==> src/prescaler_pkg.sv <==
package prescaler_pkg;

  // Counter widths.
  localparam int SYS_PRESCALE_WIDTH = 13;
  localparam int WATCH_PRESCALE_WIDTH = 5;

  // Values after reset and while held.
  localparam logic [12:0] SYS_PRESCALE_RESET = 13'h0000;
  localparam logic [4:0] WATCH_PRESCALE_RESET = 5'h00;

  // Medium-speed input: oscillator clock divided by sixteen.
  localparam int MEDIUM_DIVIDE = 16;
  localparam logic [3:0] MEDIUM_DIV_LAST = 4'(MEDIUM_DIVIDE - 1);
  localparam logic [3:0] MEDIUM_DIV_RESET = 4'h0;

  // Watch clock divided by four feeds the watch prescaler.
  localparam int WATCH_PRE_DIVIDE = 4;
  localparam logic [1:0] WATCH_PRE_DIV_RESET = 2'h0;

  // Clock-select field of the timer A mode register.
  localparam int TIMER_A_SEL_HIGH_POS = 3;
  localparam int TIMER_A_SEL_LOW_POS = 2;

  // Operating modes seen by the prescalers.
  typedef enum logic [2:0] {
    MODE_ACTIVE_HIGH,
    MODE_ACTIVE_MEDIUM,
    MODE_SLEEP,
    MODE_SUBACTIVE,
    MODE_SUBSLEEP,
    MODE_WATCH,
    MODE_STANDBY
  } op_mode_t;

  // Divided taps handed to the peripherals.
  typedef struct packed {
    logic [12:0] sys_div;   // Bit k is system clock divided by 2^(k+1).
    logic [7:0] watch_div;  // Bit 0 watch clock, bit k watch clock / 2^k.
  } prescale_taps_t;

endpackage

==> src/prescale_counter.sv <==
`timescale 1ns/1ps
module prescale_counter #(
  parameter int WIDTH = 5
) (
  // Clock and reset
  input wire logic clk_in,
  input wire logic rst_n_in,
  // Control
  input wire logic advance_in,
  input wire logic clear_in,
  // Count
  output logic [WIDTH-1:0] count_out
);

  logic [WIDTH-1:0] count_r;
  logic [WIDTH-1:0] count_nxt;

  // Clear has priority so a held or software-cleared counter never moves.
  assign count_nxt = clear_in ? '0 : (advance_in ? count_r + 1'b1 : count_r);
  assign count_out = count_r;

  always_ff @(posedge clk_in or negedge rst_n_in) begin
    if (!rst_n_in) begin
      count_r <= '0;
    end else begin
      count_r <= count_nxt;
    end
  end

endmodule

==> src/dual_clock_prescalers.sv <==
`timescale 1ns/1ps
// Functional notes
// - The system clock prescaler is a 13-bit binary counter driven by the system clock.
// - In high-speed active and sleep modes the system clock prescaler advances by exactly one per input clock period.
// - Reset clears the system clock prescaler, which counts from the release onward.
// - In standby, watch, subactive and subsleep the system clock prescaler is held at zero.
// - The system clock prescaler has no processor read or write path.
// - In medium-speed active mode it advances once per sixteen oscillator clocks.
// - Its taps are shared by all peripherals, each picking its own ratio.
// - The watch prescaler is a 5-bit counter driven by the watch clock divided by four.
// - Reset clears the watch prescaler, which first advances on the fourth synchronised subclock rising edge after the release.
// - The watch prescaler keeps counting in every low-power mode while the subclock runs.
// - Writing ones to both timer A clock-select bits clears the watch prescaler.
// - The watch prescaler taps serve as the timer A time base.
// - Taps are system clock over 2 to 8192 and watch clock over 1 to 128.
module dual_clock_prescalers
  import prescaler_pkg::*;
(
  // Clock and reset
  input wire logic clk_in,
  input wire logic rst_n_in,
  // Operating mode from the power-mode controller
  input wire prescaler_pkg::op_mode_t op_mode_in,
  // Subclock pin, asynchronous to clk_in
  input wire logic subclock_input_pin_in,
  // Timer A mode register write port
  input wire logic timer_a_mode_write_in,
  input wire logic [7:0] timer_a_mode_data_in,
  // Divided taps and timer A time base
  output prescaler_pkg::prescale_taps_t taps_out,
  output logic [4:0] timer_a_time_base_out,
  output logic watch_tick_out
);

  import prescaler_pkg::*;

  // The subclock pin is slow, so it is sampled and its rising edges act as enables.
  logic sub_meta_r;
  logic sub_sync_r;
  logic sub_prev_r;
  logic [1:0] watch_pre_r;
  logic [1:0] watch_pre_nxt;
  logic [3:0] medium_div_r;
  logic [3:0] medium_div_nxt;
  logic [12:0] sys_count;
  logic [4:0] watch_count;
  logic sys_tap_r;
  logic [12:0] sys_taps_r;
  logic [7:0] watch_taps_r;
  logic [7:0] watch_taps_nxt;

  wire sub_rise = sub_sync_r & ~sub_prev_r;
  wire sys_clock_halted = (op_mode_in == MODE_STANDBY) | (op_mode_in == MODE_WATCH) |
                          (op_mode_in == MODE_SUBACTIVE) | (op_mode_in == MODE_SUBSLEEP);
  wire medium_speed = (op_mode_in == MODE_ACTIVE_MEDIUM);
  wire medium_wrap = (medium_div_r == MEDIUM_DIV_LAST);
  // One advance per system clock, or one per sixteen in medium speed.
  wire sys_advance = medium_speed ? medium_wrap : 1'b1;
  wire watch_advance = sub_rise & (watch_pre_r == 2'(WATCH_PRE_DIVIDE - 1));
  wire watch_clear = timer_a_mode_write_in &
                     timer_a_mode_data_in[TIMER_A_SEL_HIGH_POS] &
                     timer_a_mode_data_in[TIMER_A_SEL_LOW_POS];

  assign watch_pre_nxt = sub_rise ? watch_pre_r + 2'd1 : watch_pre_r;
  assign medium_div_nxt = (!medium_speed || medium_wrap) ? MEDIUM_DIV_RESET :
                          medium_div_r + 4'd1;

  // The watch clock tap itself follows the synchronised subclock, sub_sync_r.
  assign watch_taps_nxt = {watch_count, watch_pre_r[1], watch_pre_r[0], sub_sync_r};

  // No processor port reaches the system prescaler count.
  prescale_counter #(
    .WIDTH(SYS_PRESCALE_WIDTH)
  ) u_sys_prescaler (
    .clk_in(clk_in),
    .rst_n_in(rst_n_in),
    .advance_in(sys_advance),
    .clear_in(sys_clock_halted),
    .count_out(sys_count)
  );

  // Watch prescaler ignores the mode so it keeps counting in low power.
  prescale_counter #(
    .WIDTH(WATCH_PRESCALE_WIDTH)
  ) u_watch_prescaler (
    .clk_in(clk_in),
    .rst_n_in(rst_n_in),
    .advance_in(watch_advance),
    .clear_in(watch_clear),
    .count_out(watch_count)
  );

  always_ff @(posedge clk_in or negedge rst_n_in) begin
    if (!rst_n_in) begin
      sub_meta_r <= 1'b0;
      sub_sync_r <= 1'b0;
      sub_prev_r <= 1'b0;
    end else begin
      sub_meta_r <= subclock_input_pin_in;
      sub_sync_r <= sub_meta_r;
      sub_prev_r <= sub_sync_r;
    end
  end

  always_ff @(posedge clk_in or negedge rst_n_in) begin
    if (!rst_n_in) begin
      watch_pre_r <= WATCH_PRE_DIV_RESET;
      medium_div_r <= MEDIUM_DIV_RESET;
    end else begin
      watch_pre_r <= watch_pre_nxt;
      medium_div_r <= medium_div_nxt;
    end
  end

  // Registered taps keep the outputs glitch free.
  always_ff @(posedge clk_in or negedge rst_n_in) begin
    if (!rst_n_in) begin
      sys_taps_r <= SYS_PRESCALE_RESET;
      watch_taps_r <= 8'h00;
      sys_tap_r <= 1'b0;
    end else begin
      sys_taps_r <= sys_count;
      watch_taps_r <= watch_taps_nxt;
      sys_tap_r <= watch_advance;
    end
  end

  assign taps_out = '{sys_div: sys_taps_r, watch_div: watch_taps_r};
  assign timer_a_time_base_out = watch_taps_r[7:3];
  assign watch_tick_out = sys_tap_r;

endmodule

==> config.mk <==
export PLATFORM = sky130hd
export DESIGN_NAME = dual_clock_prescalers
export DESIGN_NICKNAME = d
export VERILOG_FILES = /design/src/prescaler_pkg.sv /design/src/prescale_counter.sv /design/src/dual_clock_prescalers.sv
export SDC_FILE = /design/constraint.sdc
export NUM_CORES = 1
export LEC_CHECK = 0
export BUFFER_PORTS_ARGS = -buffer_cell sky130_fd_sc_hd__buf_4
export CAP_MARGIN = 0
export CORE_MARGIN = 1.5
export CORE_UTILIZATION = 35
export DETAILED_ROUTE_END_ITERATION = 6
export GPL_TIMING_DRIVEN = 0
export HOLD_SLACK_MARGIN = 0.06
export PLACE_DENSITY_LB_ADDON = 0.08
export SLEW_MARGIN = 40
export SYNTH_ARGS = -nofsm -noshare
export SYNTH_HDL_FRONTEND = slang
export SYNTH_SLANG_ARGS = --single-unit
==> constraint.sdc <==
create_clock -name clk_in -period 5.4 [get_ports clk_in]
set_clock_uncertainty 0.2 [all_clocks]
set_input_delay 0.27 -clock clk_in [delete_from_list [all_inputs] [get_ports clk_in]]
set_output_delay 0.27 -clock clk_in [all_outputs]
set_load 0.05 [all_outputs]
# Word-level counts from Yosys, hierarchy flattened
# Index checks and enable logic that the tools add are counted.
# word_totals
regBits	49
inputBits	15
word_cells	39
# classes
n_addsub	4
n_eq_ne	7
n_mux	6
bitwise_logic	8
n_reduce_logical	4
# op_table
cell	n
$mux W13	2
$add A13 B1 Y13 const B	1
$mux W5	2
$eq A3 B3 Y1 const B	3
$add A5 B1 Y5 const B	1
$add A4 B1 Y4 const B	1
$and A1 B1 Y1	4
$eq A4 B4 Y1 const B	1
$mux W4	1
$reduce_bool A2 Y1	2
$eq A3 B1 Y1 const B	1
$eq A3 B2 Y1 const B	1
$or A1 B1 Y1	3
$add A2 B1 Y2 const B	1
$eq A2 B2 Y1 const B	1
$logic_not A1 Y1	1
$logic_or A1 B1 Y1	1
$mux W1	1
$not A1 Y1	1

# Depth between registers and ports, before layout
# Gate-level depths: netlist (run 1).
# logic_depth
ltp_word	5
depth_mapped	6

# By module
# From an unflattened synthesis (run 1), not the netlist that was laid out.
# hier_totals
hier_cells	143
area_unflattened_um2	1864.3
# by_module_without_submodules
mod	instances	cells_each	area_each_um2	seq_area_each_um2
dual_clock_prescalers	1	55	942.2	750.7
prescale_counter at u_sys_prescaler	1	66	669.4	325.3
prescale_counter at u_watch_prescaler	1	22	252.7	125.1

# Least setup slack after synthesis (run 1)
# No wires, ideal clock.
# synth_timing
path_type	reg2reg
from	register medium_div_r[0]
to	register u_sys_prescaler.count_r[12], in the netlist u_sys_prescaler.count_out[12]
arrival_ns	1.627
path_slack_ns	3.495
path_stages_with_launch	6
n_path_buf	0
period_less_slack_ns	1.905
path_cell_list	dfrtp_1 -> ha_1 -> nand3_4 -> a2111o_1 -> or3_1 -> a21oi_1
# synth_via
elab_chain_cells	3
# synth_lines
item	line_no	text
from (decl)	dual_clock_prescalers.sv:43	logic [3:0] medium_div_r;
from (signal assigned)	dual_clock_prescalers.sv:111	medium_div_r <= medium_div_nxt;
$eq A4 B4 Y1	dual_clock_prescalers.sv:56	wire medium_wrap = (medium_div_r == MEDIUM_DIV_LAST);
$mux W1	dual_clock_prescalers.sv:58	wire sys_advance = medium_speed ? medium_wrap : 1'b1;
$reduce_bool A2 Y1 (no line)	--	
to (signal assigned)	prescale_counter.sv:26	count_r <= count_nxt;
to (decl)	prescale_counter.sv:15	logic [WIDTH-1:0] count_r;
# No other way between the ends.
# A chain may end at the register's enable or synchronous reset.

# Worst setup path after layout (run 1)
# Same ends and word-level chain as after synthesis.

==> results.sh, run 1 <==
export IMPL_outcome="finished clean"
export IMPL_yosysSeqAreaShare=0.662
export IMPL_clock_path_buffers=2
export IMPL_grt_pass1_wl_um=4920
export IMPL_dpl_hpwl_um=2130
export IMPL_wl_per_cell_um=11.9
export IMPL_vias=1176
export IMPL_timing_rr_end="u_sys_prescaler.count_out[12]"
export IMPL_p_total_mw=0.912
export IMPL_start_util=0.360
export IMPL_area_growth_syn_to_layout_pct=27.4
export IMPL_synthCells=141
export IMPL_crit_path_max_fanout=8
export IMPL_routabilityCongestion=0.701
export IMPL_period_minus_slack_ns=2.03
export IMPL_ys_types=31
export IMPL_cts_tree="yes"
export IMPL_post_cts_resized=0
export IMPL_cts_setup_buffers=0
export IMPL_die_x_um=75.0
export IMPL_setup_viol=0
export IMPL_clock_sinks=48
export IMPL_yosys_warnings=0
export IMPL_htree_levels=2
export IMPL_drcViolationCount=0
export IMPL_final_core_util=0.459
export IMPL_cts_buffers_inserted=5
export IMPL_nFillCells=470
export IMPL_antenna_found_initial=0
export IMPL_grt_pass1_vias=1082
export IMPL_synth_enable_flop_cells=0
export IMPL_hold_viol=0
export IMPL_async_flop_share=1.00
export IMPL_cts_root_buf="clkbuf_8"
export IMPL_cap_violations=0
export IMPL_ys_ff_latch=48
export IMPL_drive_gt1_frac=0.301
export IMPL_wirelength_um=3040
export IMPL_final_net_count=204
export IMPL_final_cell_mix="dfrtp_1, buf_4, nor2_1"
export IMPL_syn_cell_area_um2=1820
export IMPL_via_per_inst=4.59
export IMPL_track_usage=0.122
export IMPL_worstSetupPathType="register to register"
export IMPL_path_cells="ha_1, nand3_4, a2111o_1, or3_1, a21oi_1"
export IMPL_core_area_um2=5040
export IMPL_synth_nets=160
export IMPL_grt_max_degree=49
export IMPL_max_stage_delay_ns=0.52
export IMPL_hold_buffers=2
export IMPL_hold_path_endpoint="u_sys_prescaler.count_out[12]"
export IMPL_worstPathArrival_ns=2.06
export IMPL_design_die_area_um2=5630
export IMPL_r2r_start="medium_div_r[0]"
export IMPL_multiInputGateArea_um2=554
export IMPL_r2r_setup_slack_ns=3.37
export IMPL_die_h_um=75.0
export IMPL_slew_headroom=0.613
export IMPL_crit_required_ns=5.43
export IMPL_register_area_um2=1200
export IMPL_grt_setup_unrepaired="false"
export IMPL_clk_pin_slew_ns=0.09
export IMPL_hold_path_startpoint="op_mode_in[2]"
export IMPL_first_iter_violations=37
export IMPL_tightest_slew_ns=0.581
export IMPL_fmax_mhz=493
export IMPL_setup_tns_ns=0
export IMPL_drv_slew=0
export IMPL_antenna_left=0
export IMPL_cp_slowest_cell="a2111o_1"
export IMPL_leakagePower_nw=1.12
export IMPL_core_rowCount=26
export IMPL_io_buffers=35
export IMPL_postSynthAreaPerCell_um2=12.9
export IMPL_startpoint_type="register"
export IMPL_pin_count=42
export IMPL_fin_crit_sh=0.376
export IMPL_power_density_nw_per_um2=395
export IMPL_reg2regPathDepth=5
export IMPL_critPathCaptureType="register"
export IMPL_hold_ws_ns=0.100
export IMPL_clkLatencyLatePin_ns=0.29
export IMPL_layout_commonest_cell="dfrtp_1"
export IMPL_diodes=0
export IMPL_min_path_type="input pin to register"
export IMPL_synth_ff_type="dfrtp_1"
export IMPL_drtPass1Iterations=4
export IMPL_peakVddDrop_mv=0.181
export IMPL_hold_path_depth=3
export IMPL_grt_ovfl_total=0
## layout make-up
class                      count  share of cell area
buffer                         8              0.0227
clock buffer                   7              0.0417
clock inverter                 1              0.0130
inverter                       2             0.00325
multi-input combinational     83               0.240
sequential                    48               0.519
tap                           70              0.0379
timing repair buffer          37               0.122
## synthesized netlist by cell type (3+ instances only)
cell type	number	area (um^2)
a21oi_1	9	45.0
buf_4	6	45.0
dfrtp_1	48	1200
ha_1	4	50.1
nand2_1	7	26.3
nand3_1	6	30.0
nand4_1	3	18.8
nor2_1	12	45.0
o21ai_0	6	30.0
or3_1	6	37.5
xnor2_1	6	52.6
xor2_1	6	52.6
## metal layers
| metal | up-vias | wire length (um) | track usage |
|---|---|---|---|
| met4 | 0 | 58 | 0.0606 |
| met2 | 33 | 1520 | 0.198 |
| met5 | - | 0 | 0 |
| met3 | 7 | 186 | 0.0495 |
| met1 | 569 | 1280 | 0.139 |
| li1 | 567 | - | - |
## cell families after synthesis
| logic type | Yosys count | share of synthesized area |
|---|---|---|
| xor+xnor | 12 | 0.0579 |
| mux | 3 | 0.0179 |
| simple gates | 44 | 0.136 |
| flops | 48 | 0.662 |
| fa+ha+maj | 4 | 0.0276 |
| compound gates | 20 | 0.0662 |
| buf+inv | 10 | 0.0331 |
## report_power, final
part	total, mW	switching (mW)	internal (mW)
clock	0.276	0.112	0.163
sequential	0.425	0.0262	0.399
combinational	0.211	0.139	0.0720
total	0.912	0.278	0.635
## through the flow
step | instances | instance area, um^2 | setup slack [ns]
global route | 256 | 2310 | 3.23
floorplan | 141 | 1820 | 3.50
CTS | 256 | 2310 | 3.34
finish | 256 | 2310 | 3.37
global placement | 246 | 2170 | 3.40
detailed placement | 246 | 2170 | 3.36
## registers in the layout, summed over array words and instances (netlist names)
signal	count
sys_taps_r	13
u_sys_prescaler.count_out	13
sub_sync_r	1
watch_taps_r	8
watch_tick_out	1
sub_meta_r	1
watch_pre_r	2
u_watch_prescaler.count_out	5
medium_div_r	4
## worst max-delay path: cells and delay by family, from the launching register on
family                   cells  cell delay [ns]
AO/OA/AOI/OAI                2             0.66
AND/OR/NAND/NOR              2             0.50
flip-flops                   1             0.38
adder cells (fa/ha/maj)      1             0.23
## worst max path at each step
stage	cells past startpoint	slack, ns	end	startpoint
after detailed placement	5	3.36	u_sys_prescaler.count_out[12]	medium_div_r[0]
after global routing	5	3.23	u_sys_prescaler.count_out[12]	medium_div_r[0]
after CTS	5	3.34	u_sys_prescaler.count_out[12]	medium_div_r[0]
after floorplan	5	3.50	u_sys_prescaler.count_out[12]	medium_div_r[0]
after global placement	5	3.40	u_sys_prescaler.count_out[12]	medium_div_r[0]
final	5	3.37	u_sys_prescaler.count_out[12]	medium_div_r[0]
(Power assumes the default switching activity.)
==> inputs of run 2 (changes only) <==
--- a/config.mk
+++ b/config.mk
@@ -5,6 +5,7 @@
 export SDC_FILE = /design/constraint.sdc
 export NUM_CORES = 1
 export LEC_CHECK = 0
+export ABC_AREA = 1
 export BUFFER_PORTS_ARGS = -buffer_cell sky130_fd_sc_hd__buf_4
 export CAP_MARGIN = 0
 export CORE_MARGIN = 1.5
==> constraint.sdc (replaced) <==
create_clock -name clk_in -period 2.1 [get_ports clk_in]
set_clock_uncertainty 0.2 [all_clocks]
set_input_delay 0.105 -clock clk_in [delete_from_list [all_inputs] [get_ports clk_in]]
set_output_delay 0.105 -clock clk_in [all_outputs]
set_load 0.05 [all_outputs]
==> results.sh, run 2 <==
export IMPL_syn_cell_area_um2=1920
export IMPL_area_growth_syn_to_layout_pct=26.1
export IMPL_placed_cells=294
export IMPL_r2r_start="medium_div_r[0]"
export IMPL_min_path_type="input pin to register"
export IMPL_cts_setup_buffers=0
export IMPL_netlist_top_cells_count="dfrtp_1, nand2_1, nor2_1"
export IMPL_core_rowCount=26
export IMPL_antenna_left=0
export IMPL_clock_path_buffers=2
export IMPL_async_flop_share=1.00
export IMPL_post_cts_resized=0
export IMPL_multiInputGateArea_um2=578
export IMPL_hold_path_endpoint="u_sys_prescaler.count_out[8]"
export IMPL_p_total_mw=2.31
export IMPL_r2r_setup_slack_ns=0.47
export IMPL_grt_max_degree=49
export IMPL_finalNonFillerCells=306
export IMPL_reg2regPathDepth=6
export IMPL_grt_pass1_vias=1233
export IMPL_first_iter_violations=67
export IMPL_yosysTopAreaCell="dfrtp_1"
export IMPL_cts_root_buf="clkbuf_8"
export IMPL_drive_gt1_frac=0.250
export IMPL_layout_setup_ws_ns=0.475
export IMPL_clock_sinks=48
export IMPL_wl_per_cell_um=11.0
export IMPL_postSynthAreaPerCell_um2=10.2
export IMPL_vias=1357
export IMPL_yosysSeqAreaShare=0.625
export IMPL_die_x_um=77.1
export IMPL_cts_buffers_inserted=5
export IMPL_setup_viol=0
export IMPL_ys_types=22
export IMPL_drcViolationCount=0
export IMPL_htree_levels=2
export IMPL_hold_viol=0
export IMPL_final_cell_mix="dfrtp_1, buf_4, nand2_1"
export IMPL_drtPass1Iterations=4
export IMPL_tightest_slew_ns=0.592
export IMPL_fmax_mhz=615
export IMPL_peakVddDrop_mv=0.592
export IMPL_crit_required_ns=2.09
export IMPL_clkLatencyLatePin_ns=0.29
export IMPL_worstSetupPathType="register to register"
export IMPL_leakagePower_nw=1.19
export IMPL_nFillCells=515
export IMPL_synth_most_common_cell="dfrtp_1"
export IMPL_routabilityCongestion=0.787
export IMPL_crit_path_max_fanout=10
export IMPL_cts_tree="yes"
export IMPL_core_area_um2=5200
export IMPL_worstPathArrival_ns=1.61
export IMPL_yosys_warnings=0
export IMPL_hold_path_startpoint="op_mode_in[0]"
export IMPL_hold_ws_ns=0.0681
export IMPL_critPathCaptureType="register"
export IMPL_cap_violations=0
export IMPL_hold_path_depth=5
export IMPL_register_area_um2=1200
export IMPL_dpl_hpwl_um=2230
export IMPL_fin_crit_sh=0.774
export IMPL_track_usage=0.121
export IMPL_io_buffers=35
export IMPL_synth_top_area_share=0.625
export IMPL_die_h_um=77.1
export IMPL_antenna_found_initial=0
export IMPL_diodes=0
export IMPL_via_per_inst=4.43
export IMPL_layout_commonest_cell="dfrtp_1"
export IMPL_slew_headroom=0.605
export IMPL_final_net_count=254
export IMPL_synth_ff_type="dfrtp_1"
export IMPL_drv_slew=0
export IMPL_pin_count=42
export IMPL_clk_pin_slew_ns=0.09
export IMPL_ys_ff_latch=48
export IMPL_synthCells=189
export IMPL_timing_rr_end="u_sys_prescaler.count_out[5]"
export IMPL_setup_tns_ns=0
export IMPL_period_minus_slack_ns=1.63
export IMPL_power_density_nw_per_um2=954
export IMPL_wirelength_um=3350
export IMPL_hold_buffers=4
export IMPL_synth_area_leaders="dfrtp_1, nand2_1, nand3_1, nor2_1, inv_1"
export IMPL_synth_nets=208
export IMPL_grt_pass1_wl_um=5660
export IMPL_outcome="finished clean"
export IMPL_start_util=0.369
export IMPL_post_place_ws_ns=0.486
export IMPL_grt_ovfl_total=0
export IMPL_grt_setup_unrepaired="false"
export IMPL_design_die_area_um2=5950
export IMPL_startpoint_type="register"
export IMPL_synth_enable_flop_cells=0
[run 2: cell types whose count changed after synthesis, sizes merged, moves of 3 or more]
| cell | delta |
|---|---|
| nand3 | +15 |
| or3 | -6 |
| o21ai | +3 |
| xnor2 | -5 |
| nor2 | +16 |
| inv | +20 |
| nand2 | +22 |
[run 2: critical path: stages, from the launching register on]
cell and delay [ns]:
dfrtp_1 0.41, ha_1 0.23, nand3_1 0.11, nand3_4 0.14
buf_2 0.22, a21oi_1 0.14, nor2_1 0.06
[run 2: worst max path at each step]
stage / from / to / depth (start not counted)
floorplan: medium_div_r[0] / u_sys_prescaler.count_out[5] / 6
global placement: medium_div_r[0] / u_sys_prescaler.count_out[5] / 6
detailed placement: medium_div_r[0] / u_sys_prescaler.count_out[5] / 6
CTS: u_sys_prescaler.count_out[0] / u_sys_prescaler.count_out[10] / 7
global route: u_sys_prescaler.count_out[0] / u_sys_prescaler.count_out[10] / 7
finish: medium_div_r[0] / u_sys_prescaler.count_out[5] / 6
[run 2: metrics by stage]
step / cell area, um^2 / util
floorplan: 1920 / -
global placement: 2270 / 0.437
detailed placement: 2270 / 0.437
CTS: 2420 / 0.466
global route: 2420 / 0.466
finish: 2420 / 0.466
[run 2: cell families after synthesis]
logic type,after synthesis,share of synthesized area
and+or+nand+nor,84,0.198
DFF,48,0.625
buffers and inverters,30,0.0748
AOI/OAI and AO/OA,17,0.0442
xor gates and xnor gates,5,0.0267
adders and majority gates,4,0.0260
muxes,1,0.00586
[run 2: routing by layer]
| metal | routed length [um] | up-vias | global-route usage |
|---|---|---|---|
| met4 | 40 | 0 | 0.0418 |
| met1 | 1590 | 632 | 0.153 |
| met5 | 0 | - | 0 |
| met2 | 1540 | 34 | 0.196 |
| met3 | 182 | 4 | 0.0369 |
| li1 | - | 687 | - |
[run 2: area by class of cell]
cell class	instances	share of cell area
inverters	22	0.0341
flip-flops and latches	48	0.495
multi-input cells	111	0.238
repair buffers	39	0.125
clock inverters	3	0.0175
clock buffers	5	0.0284
plain buffers	8	0.0253
well taps	70	0.0361
[run 2: where the power goes]
| group | internal [mW] | leakage, nW | switching, mW |
|---|---|---|---|
| clock | 0.352 | 0.0541 | 0.300 |
| combinational | 0.184 | 0.495 | 0.379 |
| sequential | 1.03 | 0.645 | 0.0708 |
| total | 1.56 | 1.19 | 0.750 |
